## src/verilog/usbep_map.vh

```
/*
 * Register offsets, field positions, codes and reset values of the
 * per-endpoint status and FIFO port.
 * Assumes a word-aligned processor register port with a 4-bit offset.
 */
`ifndef USBEP_MAP_VH
`define USBEP_MAP_VH

// Register offsets on the processor register port
`define USBEP_OFS_CFG_STATUS 4'h0
`define USBEP_OFS_BYTE_COUNT 4'h4
`define USBEP_OFS_FIFO_WINDOW 4'h8

// Reset values
`define USBEP_RST_CFG_STATUS 32'h0000_0000
`define USBEP_RST_BYTE_COUNT 32'h0000_0000
`define USBEP_RST_FIFO_WINDOW 32'h0000_0000

// Field positions in endpoint_config_status
`define USBEP_BIT_PKT_MODE 15
`define USBEP_BIT_BUS_SEL 14
`define USBEP_TOG_HI 13
`define USBEP_TOG_LO 12
`define USBEP_STATE_HI 11
`define USBEP_STATE_LO 9
`define USBEP_BIT_DISABLE 8
`define USBEP_BIT_DIR 7
`define USBEP_TYPE_HI 3
`define USBEP_TYPE_LO 2
`define USBEP_NMF_HI 1
`define USBEP_NMF_LO 0

// Field width of the byte count and the FIFO data window, bytes per window word
`define USBEP_CNT_W 11
`define USBEP_DATA_W 16
`define USBEP_BYTES_PER_WORD 11'h002

// Data toggle codes
`define USBEP_TOG_DATA0 2'h0
`define USBEP_TOG_DATA1 2'h1
`define USBEP_TOG_DATA2 2'h2
`define USBEP_TOG_MDATA 2'h3

// Endpoint state codes
`define USBEP_ST_READY 3'h0
`define USBEP_ST_ERROR 3'h2
`define USBEP_ST_STALL 3'h3
`define USBEP_ST_INVALID 3'h7

// Transfer type codes
`define USBEP_TT_CONTROL 2'h0
`define USBEP_TT_ISO 2'h1
`define USBEP_TT_BULK 2'h2
`define USBEP_TT_INTR 2'h3

`endif

```

## src/verilog/usbep_port.v

```verilog
/*
 * Configuration, status, byte accounting and FIFO window of one
 * endpoint (1 to 7) of the USB device controller.
 * Assumes the protocol engine, the command decoder and the direct
 * access master all run on mclk; data words are held in a two-entry
 * buffer inside this block, which also keeps the counts.
 * Register port: master holds reg_rd or reg_wr until reg_ack, then
 * drops the request in the cycle after it sees reg_ack.
 */
`timescale 1ns/1ps
`default_nettype none

`include "usbep_map.vh"

module usbep_port (
    input wire mclk,
    input wire rst,
    // Processor register port
    input wire reg_rd,
    input wire reg_wr,
    input wire [3:0] reg_addr,
    input wire [31:0] reg_wdata,
    output reg [31:0] reg_rdata,
    output reg reg_ack,
    // Decoded commands, one-cycle pulses
    input wire endpoint_reinit_command,
    input wire endpoint_halt_command,
    input wire endpoint_invalid_command,
    input wire endpoint_disable_command,
    input wire endpoint_enable_command,
    input wire sw_pkt_end,
    // Protocol engine events, one-cycle pulses
    input wire token_in,
    input wire pkt_ok,
    input wire [1:0] pkt_pid,
    input wire rx_pkt_err,
    input wire tx_timeout,
    output reg token_nak,
    output reg token_stall,
    // OUT data from the link
    input wire rx_valid,
    input wire [15:0] rx_data,
    input wire rx_last,
    output wire rx_ready,
    // IN data to the link
    output wire tx_valid,
    output wire [15:0] tx_data,
    input wire tx_ready,
    // Direct access path
    input wire dma_wr_valid,
    input wire [15:0] dma_wr_data,
    input wire dma_wr_last,
    output wire dma_wr_ready,
    output wire dma_rd_valid,
    output wire [15:0] dma_rd_data,
    input wire dma_rd_ready,
    // Configuration and status seen by the controller
    output reg ep_dual_q,
    output reg ep_direct_q,
    output reg ep_dir_q,
    output reg [1:0] ep_type_q,
    output reg [1:0] iso_transactions_per_frame,
    output reg fifo_has_data_q
);
    reg [1:0] toggle_q;
    reg [2:0] state_q;
    reg [2:0] state_d;
    reg disable_q;
    reg [10:0] fill_q;
    reg [10:0] fill_d;
    reg [10:0] pkt0_q;
    reg [10:0] pkt0_d;
    reg [10:0] pkt1_q;
    reg [10:0] pkt1_d;
    reg [1:0] num_q;
    reg [1:0] num_d;
    reg [1:0] limit;
    reg buf_in_valid;
    reg [15:0] buf_in_data;
    reg prod_last;
    reg buf_out_ready;
    reg [31:0] rdata_d;
    wire buf_in_ready;
    wire buf_out_valid;
    wire [15:0] buf_out_data;
    wire room;
    wire push;
    wire pop;
    wire commit;
    wire take;
    wire sel_cfg;
    wire sel_cnt;
    wire sel_win;
    wire cpu_path;
    wire win_wr_ok;
    wire win_rd_ok;
    wire win_wr_go;
    wire win_rd_go;
    wire hold;

    // A request seen while reg_ack is high is the tail of the last one
    assign take = (reg_rd | reg_wr) & ~reg_ack;
    assign sel_cfg = (reg_addr == `USBEP_OFS_CFG_STATUS);
    assign sel_cnt = (reg_addr == `USBEP_OFS_BYTE_COUNT);
    assign sel_win = (reg_addr == `USBEP_OFS_FIFO_WINDOW);
    assign cpu_path = ~ep_direct_q;
    assign win_wr_ok = take & reg_wr & sel_win & cpu_path & ep_dir_q;
    assign win_rd_ok = take & reg_rd & sel_win & cpu_path & ~ep_dir_q;

    always @* begin
        limit = ep_dual_q ? 2'h2 : 2'h1;
    end
    assign room = (num_q < limit);

    // Producer and consumer follow the direction; the unused side stays
    // idle so a wrong-way master cannot corrupt the counts.
    always @* begin
        buf_in_valid = 1'b0;
        buf_in_data = 16'h0000;
        prod_last = 1'b0;
        buf_out_ready = 1'b0;
        if (ep_dir_q) begin
            if (ep_direct_q) begin
                buf_in_valid = dma_wr_valid & room;
                buf_in_data = dma_wr_data;
                prod_last = dma_wr_last;
            end else begin
                buf_in_valid = win_wr_ok & room;
                buf_in_data = reg_wdata[15:0];
                prod_last = 1'b0;
            end
            buf_out_ready = tx_ready;
        end else begin
            buf_in_valid = rx_valid & room;
            buf_in_data = rx_data;
            prod_last = rx_last;
            buf_out_ready = ep_direct_q ? dma_rd_ready : win_rd_ok;
        end
    end

    usbep_buf2 u_buf (
        .mclk(mclk),
        .rst(rst),
        .in_valid(buf_in_valid),
        .in_ready(buf_in_ready),
        .in_data(buf_in_data),
        .out_valid(buf_out_valid),
        .out_ready(buf_out_ready),
        .out_data(buf_out_data)
    );

    assign push = buf_in_valid & buf_in_ready;
    assign pop = buf_out_valid & buf_out_ready;
    assign win_wr_go = win_wr_ok & room & buf_in_ready;
    assign win_rd_go = win_rd_ok & buf_out_valid;
    // Window access on the register path waits for space or data
    assign hold = (win_wr_ok & ~win_wr_go) | (win_rd_ok & ~win_rd_go);

    // Back-pressure reaches each source only on its own path
    assign rx_ready = ~ep_dir_q & room & buf_in_ready;
    assign dma_wr_ready = ep_dir_q & ep_direct_q & room & buf_in_ready;
    assign tx_valid = ep_dir_q & buf_out_valid;
    assign tx_data = buf_out_data;
    assign dma_rd_valid = ~ep_dir_q & ep_direct_q & buf_out_valid;
    assign dma_rd_data = buf_out_data;

    // Packet-end command from the decoder closes a packet filled from the window
    assign commit = (push & prod_last) |
                    (sw_pkt_end & ep_dir_q & cpu_path & room);

    // Byte accounting: fill counts the open packet, pkt0/pkt1 the
    // closed ones in order of access.
    always @* begin
        fill_d = fill_q;
        pkt0_d = pkt0_q;
        pkt1_d = pkt1_q;
        num_d = num_q;
        if (push) begin
            fill_d = fill_d + `USBEP_BYTES_PER_WORD;
        end
        if (pop) begin
            if (num_q != 2'h0) begin
                if (pkt0_q <= `USBEP_BYTES_PER_WORD) begin
                    pkt0_d = pkt1_q;
                    pkt1_d = 11'h000;
                    num_d = num_q - 2'h1;
                end else begin
                    pkt0_d = pkt0_q - `USBEP_BYTES_PER_WORD;
                end
            end else if (fill_d >= `USBEP_BYTES_PER_WORD) begin
                fill_d = fill_d - `USBEP_BYTES_PER_WORD;
            end else begin
                fill_d = 11'h000;
            end
        end
        if (commit) begin
            if (num_d == 2'h0) begin
                pkt0_d = fill_d;
            end else begin
                pkt1_d = fill_d;
            end
            num_d = num_d + 2'h1;
            fill_d = 11'h000;
        end
    end

    always @(posedge mclk) begin
        if (rst) begin
            fill_q <= 11'h000;
            pkt0_q <= 11'h000;
            pkt1_q <= 11'h000;
            num_q <= 2'h0;
            fifo_has_data_q <= 1'b0;
        end else begin
            fill_q <= fill_d;
            pkt0_q <= pkt0_d;
            pkt1_q <= pkt1_d;
            num_q <= num_d;
            fifo_has_data_q <= (num_d != 2'h0);
        end
    end

    // Endpoint state; hardware error outranks a software reinit
    always @* begin
        state_d = state_q;
        if (endpoint_reinit_command) begin
            state_d = `USBEP_ST_READY;
        end
        if ((rx_pkt_err | tx_timeout) &&
            (state_q != `USBEP_ST_STALL) &&
            (state_q != `USBEP_ST_INVALID)) begin
            state_d = `USBEP_ST_ERROR;
        end
        if (endpoint_halt_command) begin
            state_d = `USBEP_ST_STALL;
        end
        if (endpoint_invalid_command) begin
            state_d = `USBEP_ST_INVALID;
        end
    end

    always @(posedge mclk) begin
        if (rst) begin
            state_q <= `USBEP_ST_READY;
            toggle_q <= `USBEP_TOG_DATA0;
            disable_q <= 1'b0;
            token_nak <= 1'b0;
            token_stall <= 1'b0;
        end else begin
            state_q <= state_d;
            if (endpoint_reinit_command) begin
                toggle_q <= `USBEP_TOG_DATA0;
            end else if (pkt_ok) begin
                // Isochronous PIDs come from the engine, others alternate
                if (ep_type_q == `USBEP_TT_ISO) begin
                    toggle_q <= pkt_pid;
                end else if (toggle_q == `USBEP_TOG_DATA0) begin
                    toggle_q <= `USBEP_TOG_DATA1;
                end else begin
                    toggle_q <= `USBEP_TOG_DATA0;
                end
            end
            // Disable wins over a same-cycle enable
            if (endpoint_disable_command) begin
                disable_q <= 1'b1;
            end else if (endpoint_enable_command) begin
                disable_q <= 1'b0;
            end
            token_nak <= token_in & disable_q;
            token_stall <= token_in & ~disable_q &
                           (state_q == `USBEP_ST_STALL);
        end
    end

    // Configuration fields; only the writable bits are stored
    always @(posedge mclk) begin
        if (rst) begin
            ep_dual_q <= 1'b0;
            ep_direct_q <= 1'b0;
            ep_dir_q <= 1'b0;
            ep_type_q <= `USBEP_TT_CONTROL;
            iso_transactions_per_frame <= 2'h0;
        end else if (take && reg_wr && sel_cfg) begin
            ep_dual_q <= reg_wdata[`USBEP_BIT_PKT_MODE];
            ep_direct_q <= reg_wdata[`USBEP_BIT_BUS_SEL];
            ep_dir_q <= reg_wdata[`USBEP_BIT_DIR];
            ep_type_q <= reg_wdata[`USBEP_TYPE_HI:`USBEP_TYPE_LO];
            iso_transactions_per_frame <=
                reg_wdata[`USBEP_NMF_HI:`USBEP_NMF_LO];
        end
    end

    // Read data; reserved and unmapped bits read zero
    always @* begin
        rdata_d = 32'h0000_0000;
        if (sel_cfg) begin
            rdata_d[`USBEP_BIT_PKT_MODE] = ep_dual_q;
            rdata_d[`USBEP_BIT_BUS_SEL] = ep_direct_q;
            rdata_d[`USBEP_TOG_HI:`USBEP_TOG_LO] = toggle_q;
            rdata_d[`USBEP_STATE_HI:`USBEP_STATE_LO] = state_q;
            rdata_d[`USBEP_BIT_DISABLE] = disable_q;
            rdata_d[`USBEP_BIT_DIR] = ep_dir_q;
            rdata_d[`USBEP_TYPE_HI:`USBEP_TYPE_LO] = ep_type_q;
            rdata_d[`USBEP_NMF_HI:`USBEP_NMF_LO] =
                iso_transactions_per_frame;
        end else if (sel_cnt) begin
            if (num_q != 2'h0) begin
                rdata_d[10:0] = pkt0_q;
            end else begin
                rdata_d[10:0] = fill_q;
            end
        end else if (sel_win && win_rd_go) begin
            rdata_d[15:0] = buf_out_data;
        end
    end

    always @(posedge mclk) begin
        if (rst) begin
            reg_rdata <= `USBEP_RST_FIFO_WINDOW;
            reg_ack <= 1'b0;
        end else begin
            reg_ack <= take & ~hold;
            if (take && reg_rd && !hold) begin
                reg_rdata <= rdata_d;
            end
        end
    end
endmodule

`default_nettype wire

```

## src/verilog/usbep_buf2.v

```verilog
/*
 * Two-entry valid/ready buffer in the endpoint data path.
 * Assumes both sides on the same clock; in_ready and out_valid come
 * from the occupancy register, so neither side sees a loop.
 */
`timescale 1ns/1ps
`default_nettype none

module usbep_buf2 (
    input wire mclk,
    input wire rst,
    input wire in_valid,
    output wire in_ready,
    input wire [15:0] in_data,
    output wire out_valid,
    input wire out_ready,
    output wire [15:0] out_data
);
    reg [1:0] count_q;
    reg wr_ptr_q;
    reg rd_ptr_q;
    reg [15:0] mem_q [0:1];
    wire push;
    wire pop;

    assign in_ready = (count_q != 2'h2);
    assign out_valid = (count_q != 2'h0);
    assign out_data = mem_q[rd_ptr_q];
    assign push = in_valid & in_ready;
    assign pop = out_valid & out_ready;

    genvar gi;
    generate
        for (gi = 0; gi < 2; gi = gi + 1) begin : g_entry
            always @(posedge mclk) begin
                if (rst) begin
                    mem_q[gi] <= 16'h0000;
                end else if (push && (wr_ptr_q == gi)) begin
                    mem_q[gi] <= in_data;
                end
            end
        end
    endgenerate

    always @(posedge mclk) begin
        if (rst) begin
            count_q <= 2'h0;
            wr_ptr_q <= 1'b0;
            rd_ptr_q <= 1'b0;
        end else begin
            if (push) begin
                wr_ptr_q <= ~wr_ptr_q;
            end
            if (pop) begin
                rd_ptr_q <= ~rd_ptr_q;
            end
            if (push && !pop) begin
                count_q <= count_q + 2'h1;
            end else if (pop && !push) begin
                count_q <= count_q - 2'h1;
            end
        end
    end
endmodule

`default_nettype wire

```

## config.mk

```make
export PLATFORM = sky130hd
export DESIGN_NAME = usbep_port
export DESIGN_NICKNAME = d
export VERILOG_FILES = /design/src/verilog/usbep_port.v /design/src/verilog/usbep_buf2.v
export VERILOG_INCLUDE_DIRS = /design/src /design/src/verilog
export SDC_FILE = /design/constraint.sdc
export NUM_CORES = 1
export LEC_CHECK = 0
export BUFFER_PORTS_ARGS = -buffer_cell sky130_fd_sc_hd__buf_2
export CORE_ASPECT_RATIO = 1.2
export CORE_MARGIN = 4
export CORE_UTILIZATION = 59
export CTS_BUF_LIST = sky130_fd_sc_hd__clkbuf_4
export DETAILED_ROUTE_END_ITERATION = 12
export HOLD_SLACK_MARGIN = 0.12
export MAX_ROUTING_LAYER = met4
export PLACE_DENSITY_LB_ADDON = 0.25
export SYNTH_ARGS = -nofsm -noshare
export SYNTH_HDL_FRONTEND = slang
export SYNTH_SLANG_ARGS = --single-unit
```

## constraint.sdc

```tcl
create_clock -name mclk -period 5.5 [get_ports mclk]
set_clock_uncertainty 0.15 [all_clocks]
set_input_delay 0.275 -clock mclk [delete_from_list [all_inputs] [get_ports mclk]]
set_output_delay 0.275 -clock mclk [all_outputs]
set_load 0.05 [all_outputs]
```

; Word-level counts from Yosys, hierarchy flattened
; Memories as Yosys holds them, arrays and structs flattened. A register that Yosys moved wholly into a read port is not among the register bits.
; Cells that the tools add are included.
[op_classes]
addsub = 7
magnitude_cmp = 3
n_eq_ne = 7
n_mux = 56
n_bitwise = 49
n_reduce_logical = 25
[ops]
columns = cell, n
row1 = 11-bit two-way mux, 16
row2 = 16-bit two-way mux, 5
row3 = 1-bit AND, 34
row4 = 11-bit by 2-bit subtractor with 11-bit output (second input constant), 2
row5 = 1-bit two-way mux, 19
row6 = 2-bit two-way mux, 8
row7 = 3-bit two-way mux, 5
row8 = 11-bit by 2-bit adder with 11-bit output (second input constant), 1
row9 = 11-bit by 2-bit greater-or-equal comparator with 1-bit output (second input constant), 1
row10 = 11-bit by 2-bit <= comparator with 1-bit output (second input constant), 1
row11 = 1-bit logical AND, 11
row12 = 2-bit nonzero test, 5
row13 = 9-bit two-way mux, 1
row14 = 1-bit inverter, 9
row15 = 1-bit bitwise OR, 6
row16 = 5-bit two-way mux, 1
row17 = 2-bit by 1-bit adder with 2-bit output (second input constant), 2
row18 = 4-bit by 3-bit == test with 1-bit output (second input constant), 1
row19 = 4-bit == test (second input constant), 1
row20 = 2-bit logical NOT, 2
row21 = 4-bit logical NOT, 1
row22 = 4-bit two-way mux, 1
row23 = 4-bit nonzero test, 1
row24 = 2-bit OR reduction, 2
row25 = other kinds (8), 11
[totals]
reg_bits = 72
ramBits = 32
input_bits = 90
out_inout_bits = 79
elab_cells = 168
memories = 1
[mem_list]
columns = name, words, word_bits, read_ports, rd_clocked_by_memory_dff, wr, line
row1 = u_buf.mem_q, 2, 16, 1, 1, 2, usbep_buf2.v:22  ; reg [15:0] mem_q [0:1];

; Logic depth before layout (Yosys ltp)
[depth]
depth_word = 17
depth_mapped = 15
depth_no_buf = 13

; Hierarchy
; A second synthesis with hierarchy kept.
[unflattened]
hier_cells = 717
area_unflattened_um2 = 6070.8
[modules_own_cells]
columns = module, n_inst, cells_per_inst, area_each_um2, seq_area_each_um2
row1 = usbep_port, 1, 590, 4403.0, 1361.3
row2 = usbep_buf2, 1, 127, 1667.8, 1061.0

; Least setup slack after synthesis
; No wires, ideal clock.
[synth_timing]
kind = register to register
from = register ep_dir_q
to = register pkt0_q[9]
setup_ns = 0.103
arrival_time_ns = 3.161
required_time_ns = 5.247
path_slack_ns = 2.086
path_stages_with_launch = 13
n_path_buf = 2
period_less_slack_ns = 3.414
cell_sequence = dfxtp_1 > buf_2 > nor4b_2 > a221oi_1 > or2_2 > nor2_2 > nand2_1 > a21oi_1 > ha_1 > nor2b_1 > buf_1 > nor2_1 > a2111oi_2
[synth_between]
elab_chain_cells = 12
elab_cells_between_ends = 27
cone_classes = add/sub (1) / order compare (1) / mux (13) / bitwise (11) / reduce/logical (1)
[synth_lines]
columns = element, line
row1 = start: declaration, usbep_port.v:60  ; output reg ep_dir_q,
row2 = start signal: assignment, usbep_port.v:286  ; ep_dir_q <= reg_wdata[`USBEP_BIT_DIR];
row3 = 1-bit AND, usbep_port.v:107  ; assign win_wr_ok = take & reg_wr & sel_win & cpu_path & ep_dir_q;
row4 = 1-bit AND, usbep_port.v:128  ; buf_in_valid = win_wr_ok & room;
row5 = 1-bit two-way mux, usbep_port.v:123  ; if (ep_direct_q) begin
row6 = 1-bit two-way mux, usbep_port.v:122  ; if (ep_dir_q) begin
row7 = 1-bit AND, usbep_port.v:152  ; assign push = buf_in_valid & buf_in_ready;
row8 = 11-bit two-way mux, usbep_port.v:178  ; if (push) begin
row9 = 11-bit by 2-bit subtractor with 11-bit output (no line) / 11-bit by 2-bit greater-or-equal comparator with 1-bit output (equally long branches), --
row10 = 11-bit two-way mux, usbep_port.v:190  ; end else if (fill_d >= `USBEP_BYTES_PER_WORD) begin
row11 = 11-bit two-way mux, usbep_port.v:182  ; if (num_q != 2'h0) begin
row12 = 11-bit two-way mux, usbep_port.v:181  ; if (pop) begin
row13 = 11-bit two-way mux, usbep_port.v:197  ; if (num_d == 2'h0) begin
row14 = 11-bit two-way mux (*), usbep_port.v:196  ; if (commit) begin
row15 = end signal: assignment, usbep_port.v:216  ; pkt0_q <= pkt0_d;
row16 = end: declaration, usbep_port.v:71  ; reg [10:0] pkt0_q;
; Every way passes the cells marked *; elsewhere a longest branch is shown, timed or not.
; A chain may end at the register's enable or synchronous reset.

; Worst setup path after layout
; Ends and elaborated chain as after synthesis.

==> out/results.ini <==
[status]
status = completed

[global_route]
track_usage = 0.321
grt_antenna_before_repair = 0
grt_pass1_wl_um = 29700
grt_max_degree = 57
grt_pass1_vias = 6138
grt-ovfl-total = 0

[sta]
tightest_slew_ps = 1300
drv_slew = 0
setup_violations = 0
fmax_mhz = 245
relSlewSlack = 0.133
finalCritPeriodShare = 0.742
setup_tns_ps = 0
fin_crit_ps = 4080
hold_violations = 0
rsz0062_at_grt = no

[critical_path]
crit_type = flip-flop to flip-flop
cp_data_arrival_time_ps = 4300
reg2regPathDepth = 9
max_stage_delay_ps = 580
end_kind = flip-flop
timing.rr.start = ep_dir_q
path_common_cell = nor2_1
slowest_stage = or3_1
rr_endpoint = pkt0_q[9]
crit_end = pkt0_q[9]
cp_max_fo = 37
critPathLaunchType = flip-flop
worstPathCellList = inv_2 > o22ai_1 > or3_1 > nor2_1 > xnor2_1 > ha_1 > nor2b_1 > nor2_1 > a2111oi_2
worstPathRequired_ps = 5730
crit_path_start = ep_dir_q
r2r_setup_slack_ps = 1420

[detailed_routing]
dr_wl_met2_um = 9330
top_layer = met4
drt_iter0_markers = 366
avgRoutedWirePerCell_um = 19.2
route.detailed.drc = 0
vias = 5901
wl_met1_um = 6520
totalWireLength_um = 18400
ant_nets = 0
wl_met3_um = 1560
via_per_inst = 6.15
firstDrtPassIters = 5

[clock_network]
cts_sinks = 105
cts_root_buffer = clkbuf_4
cts_setup_buffers = 0
cts_buffers = 9
cts.clk_slew.worst_paths_ps = 170
ctsHtreeMaxLevel = 3
clockBufferDepth = 2
worstSkewPairLatency_ps = 480
tritoncts = built

[floorplan]
ios = 169
die_area_sq_um = 11800
core_sq_um = 9710
start_util = 0.614
die_w_um = 99.8
fp-row-count = 39
die_h_um = 118

[yosys]
synth.most_common_cell = nor2_1
syn_area_sq_um = 5970
synthCells = 687
synth_top_cell_area_share = 0.245
synthTopCellsByCount = nor2_1 (126), dfxtp_1 (73), a21oi_1 (68), mux2i_1 (41), nand2_1 (41)
synth_area_leaders = dfxtp_1 (24%), edfxtp_1 (16%), nor2_1 (7.9%)
synthArstFlopShare = 0
synth_cell_types = 68
ys_warn_count = 0
synth_seq_cells = 105
ys_seq_area_frac = 0.406
synth_ff_type = dfxtp_1
synth-edff-count = 32
synth_top_area_cell = dfxtp_1
syn_avg_cell_area_sq_um = 8.68

[final_layout]
drive_above_1_share = 0.231
n_antenna_cell = 0
syn2layout_area_growth_pct = 19.5
final_net_count = 929
final_cell_area_sq_um = 7130
fin_util = 0.734

[placement]
dp_hpwl_um = 12500
io_buffers = 136
gp_congestion = 0.920
placed_area_sq_um = 6490

[power_and_ir_drop]
ir_drop_mv = 0.262
power_leakage_uw = 0.00301
power.density_nw_per_um2 = 329

[worst_hold_path]
hold_class = input pin to flip-flop

[flow_run]
maxCapViolations = 0

what timing repair did:
action / CTS / global route
endpoints found under the hold margin: 48 / 0
hold buffers: 50 / 0
resized for setup: 0 / 0
setup endpoints to repair: 0 / 0
routing by layer:
layer | vias to the layer above | track usage
li1 | 2679 | -
met1 | 2741 | 0.357
met2 | 400 | 0.540
met3 | 81 | 0.0448
met4 | 0 | 0.190
met5 | - | -
metrics by stage:
stage / setup WS, ps / cells / hold slack (ps) / total power (uW)
final: 1420 / 960 / 135 / 2350
after floorplan: 2090 / 702 / 201 / 1710
after detailed placement: 1540 / 894 / 294 / 1890
after global placement: 1650 / 894 / 287 / 1860
after global routing: 1140 / 960 / 146 / 2440
after CTS: 1520 / 960 / 124 / 2320
state kept, by name (all words and copies together) (netlist names), 2 cells and up, named ones only:
name                        count
reg_rdata                      16
fill_q                         11
u_buf.count_q                   2
iso_transactions_per_frame      2
num_q                           2
u_buf.mem_q                    32
ep_type_q                       2
pkt1_q                         11
pkt0_q                         11
toggle_q                        2
state_q                         3
report_power, final:
part           internal (uW)  switching (uW)  total, uW
sequential               889            64.4        954
combinational            283             685        968
clock                    143             280        423
total                   1320            1030       2350
worst max-delay path, delay by kind of cell (launching register included):
family,cells,cell delay (ps)
buf+inv,1,500
xor+xnor,1,260
simple gates,4,1660
fa+ha+maj,1,300
flops,1,470
compound gates,2,620
how the worst min path moves through the flow:
stage	from	to	slack [ps]	depth (start not counted)
final	reg_wdata[12]	u_buf.mem_q[1][12]	130	5
after global routing	dma_wr_data[3]	u_buf.mem_q[1][3]	150	5
after CTS	reg_wdata[6]	u_buf.mem_q[0][6]	120	5
after detailed placement	disable_q	token_stall	290	1
after global placement	pkt1_q[0]	pkt1_q[0]	290	2
after floorplan	endpoint_reinit_command	toggle_q[1]	200	1
cells in the final DEF (no fill, tap or decap), types with 3 or more instances in the layout:
cell type	n
a311oi_1	4
o21ai_1	4
nor3_1	21
dlygate4sd3_1	50
dfxtp_1	73
a31oi_1	4
o22ai_1	7
nand3b_1	6
mux2_2	16
xnor2_1	13
a221oi_1	8
nor4_1	3
mux2i_1	41
nor2_1	126
buf_2	136
o21ai_0	20
and3_1	6
nand3_1	8
nor3b_1	3
conb_1	16
nand2_1	41
nand2b_1	9
a211oi_1	7
nand4_1	5
a21oi_1	68
buf_4	4
or3_1	10
xor2_1	10
inv_1	14
edfxtp_1	32
ha_1	7
nor2b_1	6
clkbuf_4	9
cells by family (layout without fill, tap and decap cells):
group,after synthesis,count (layout),share of synthesized area
flip-flops,105,105,0.406
buffers and inverters,87,222,0.0770
adder cells (fa/ha/maj),7,7,0.0147
other,1,16,0.000629
AO/OA/AOI/OAI,144,144,0.152
AND/OR/NAND/NOR,262,262,0.215
multiplexers,58,58,0.102
XOR/XNOR,23,23,0.0338
final cells by class:
class / instances / area [sq um]
fillers: 686 / 2580
inverters: 16 / 60.1
repair buffers: 190 / 1210
clock buffers: 9 / 67.6
multi-input cells: 510 / 3140
well taps: 123 / 154
clock inverters: 7 / 75.1
flip-flops and latches: 105 / 2420
No activity file was read; power rests on OpenSTA's default activity.
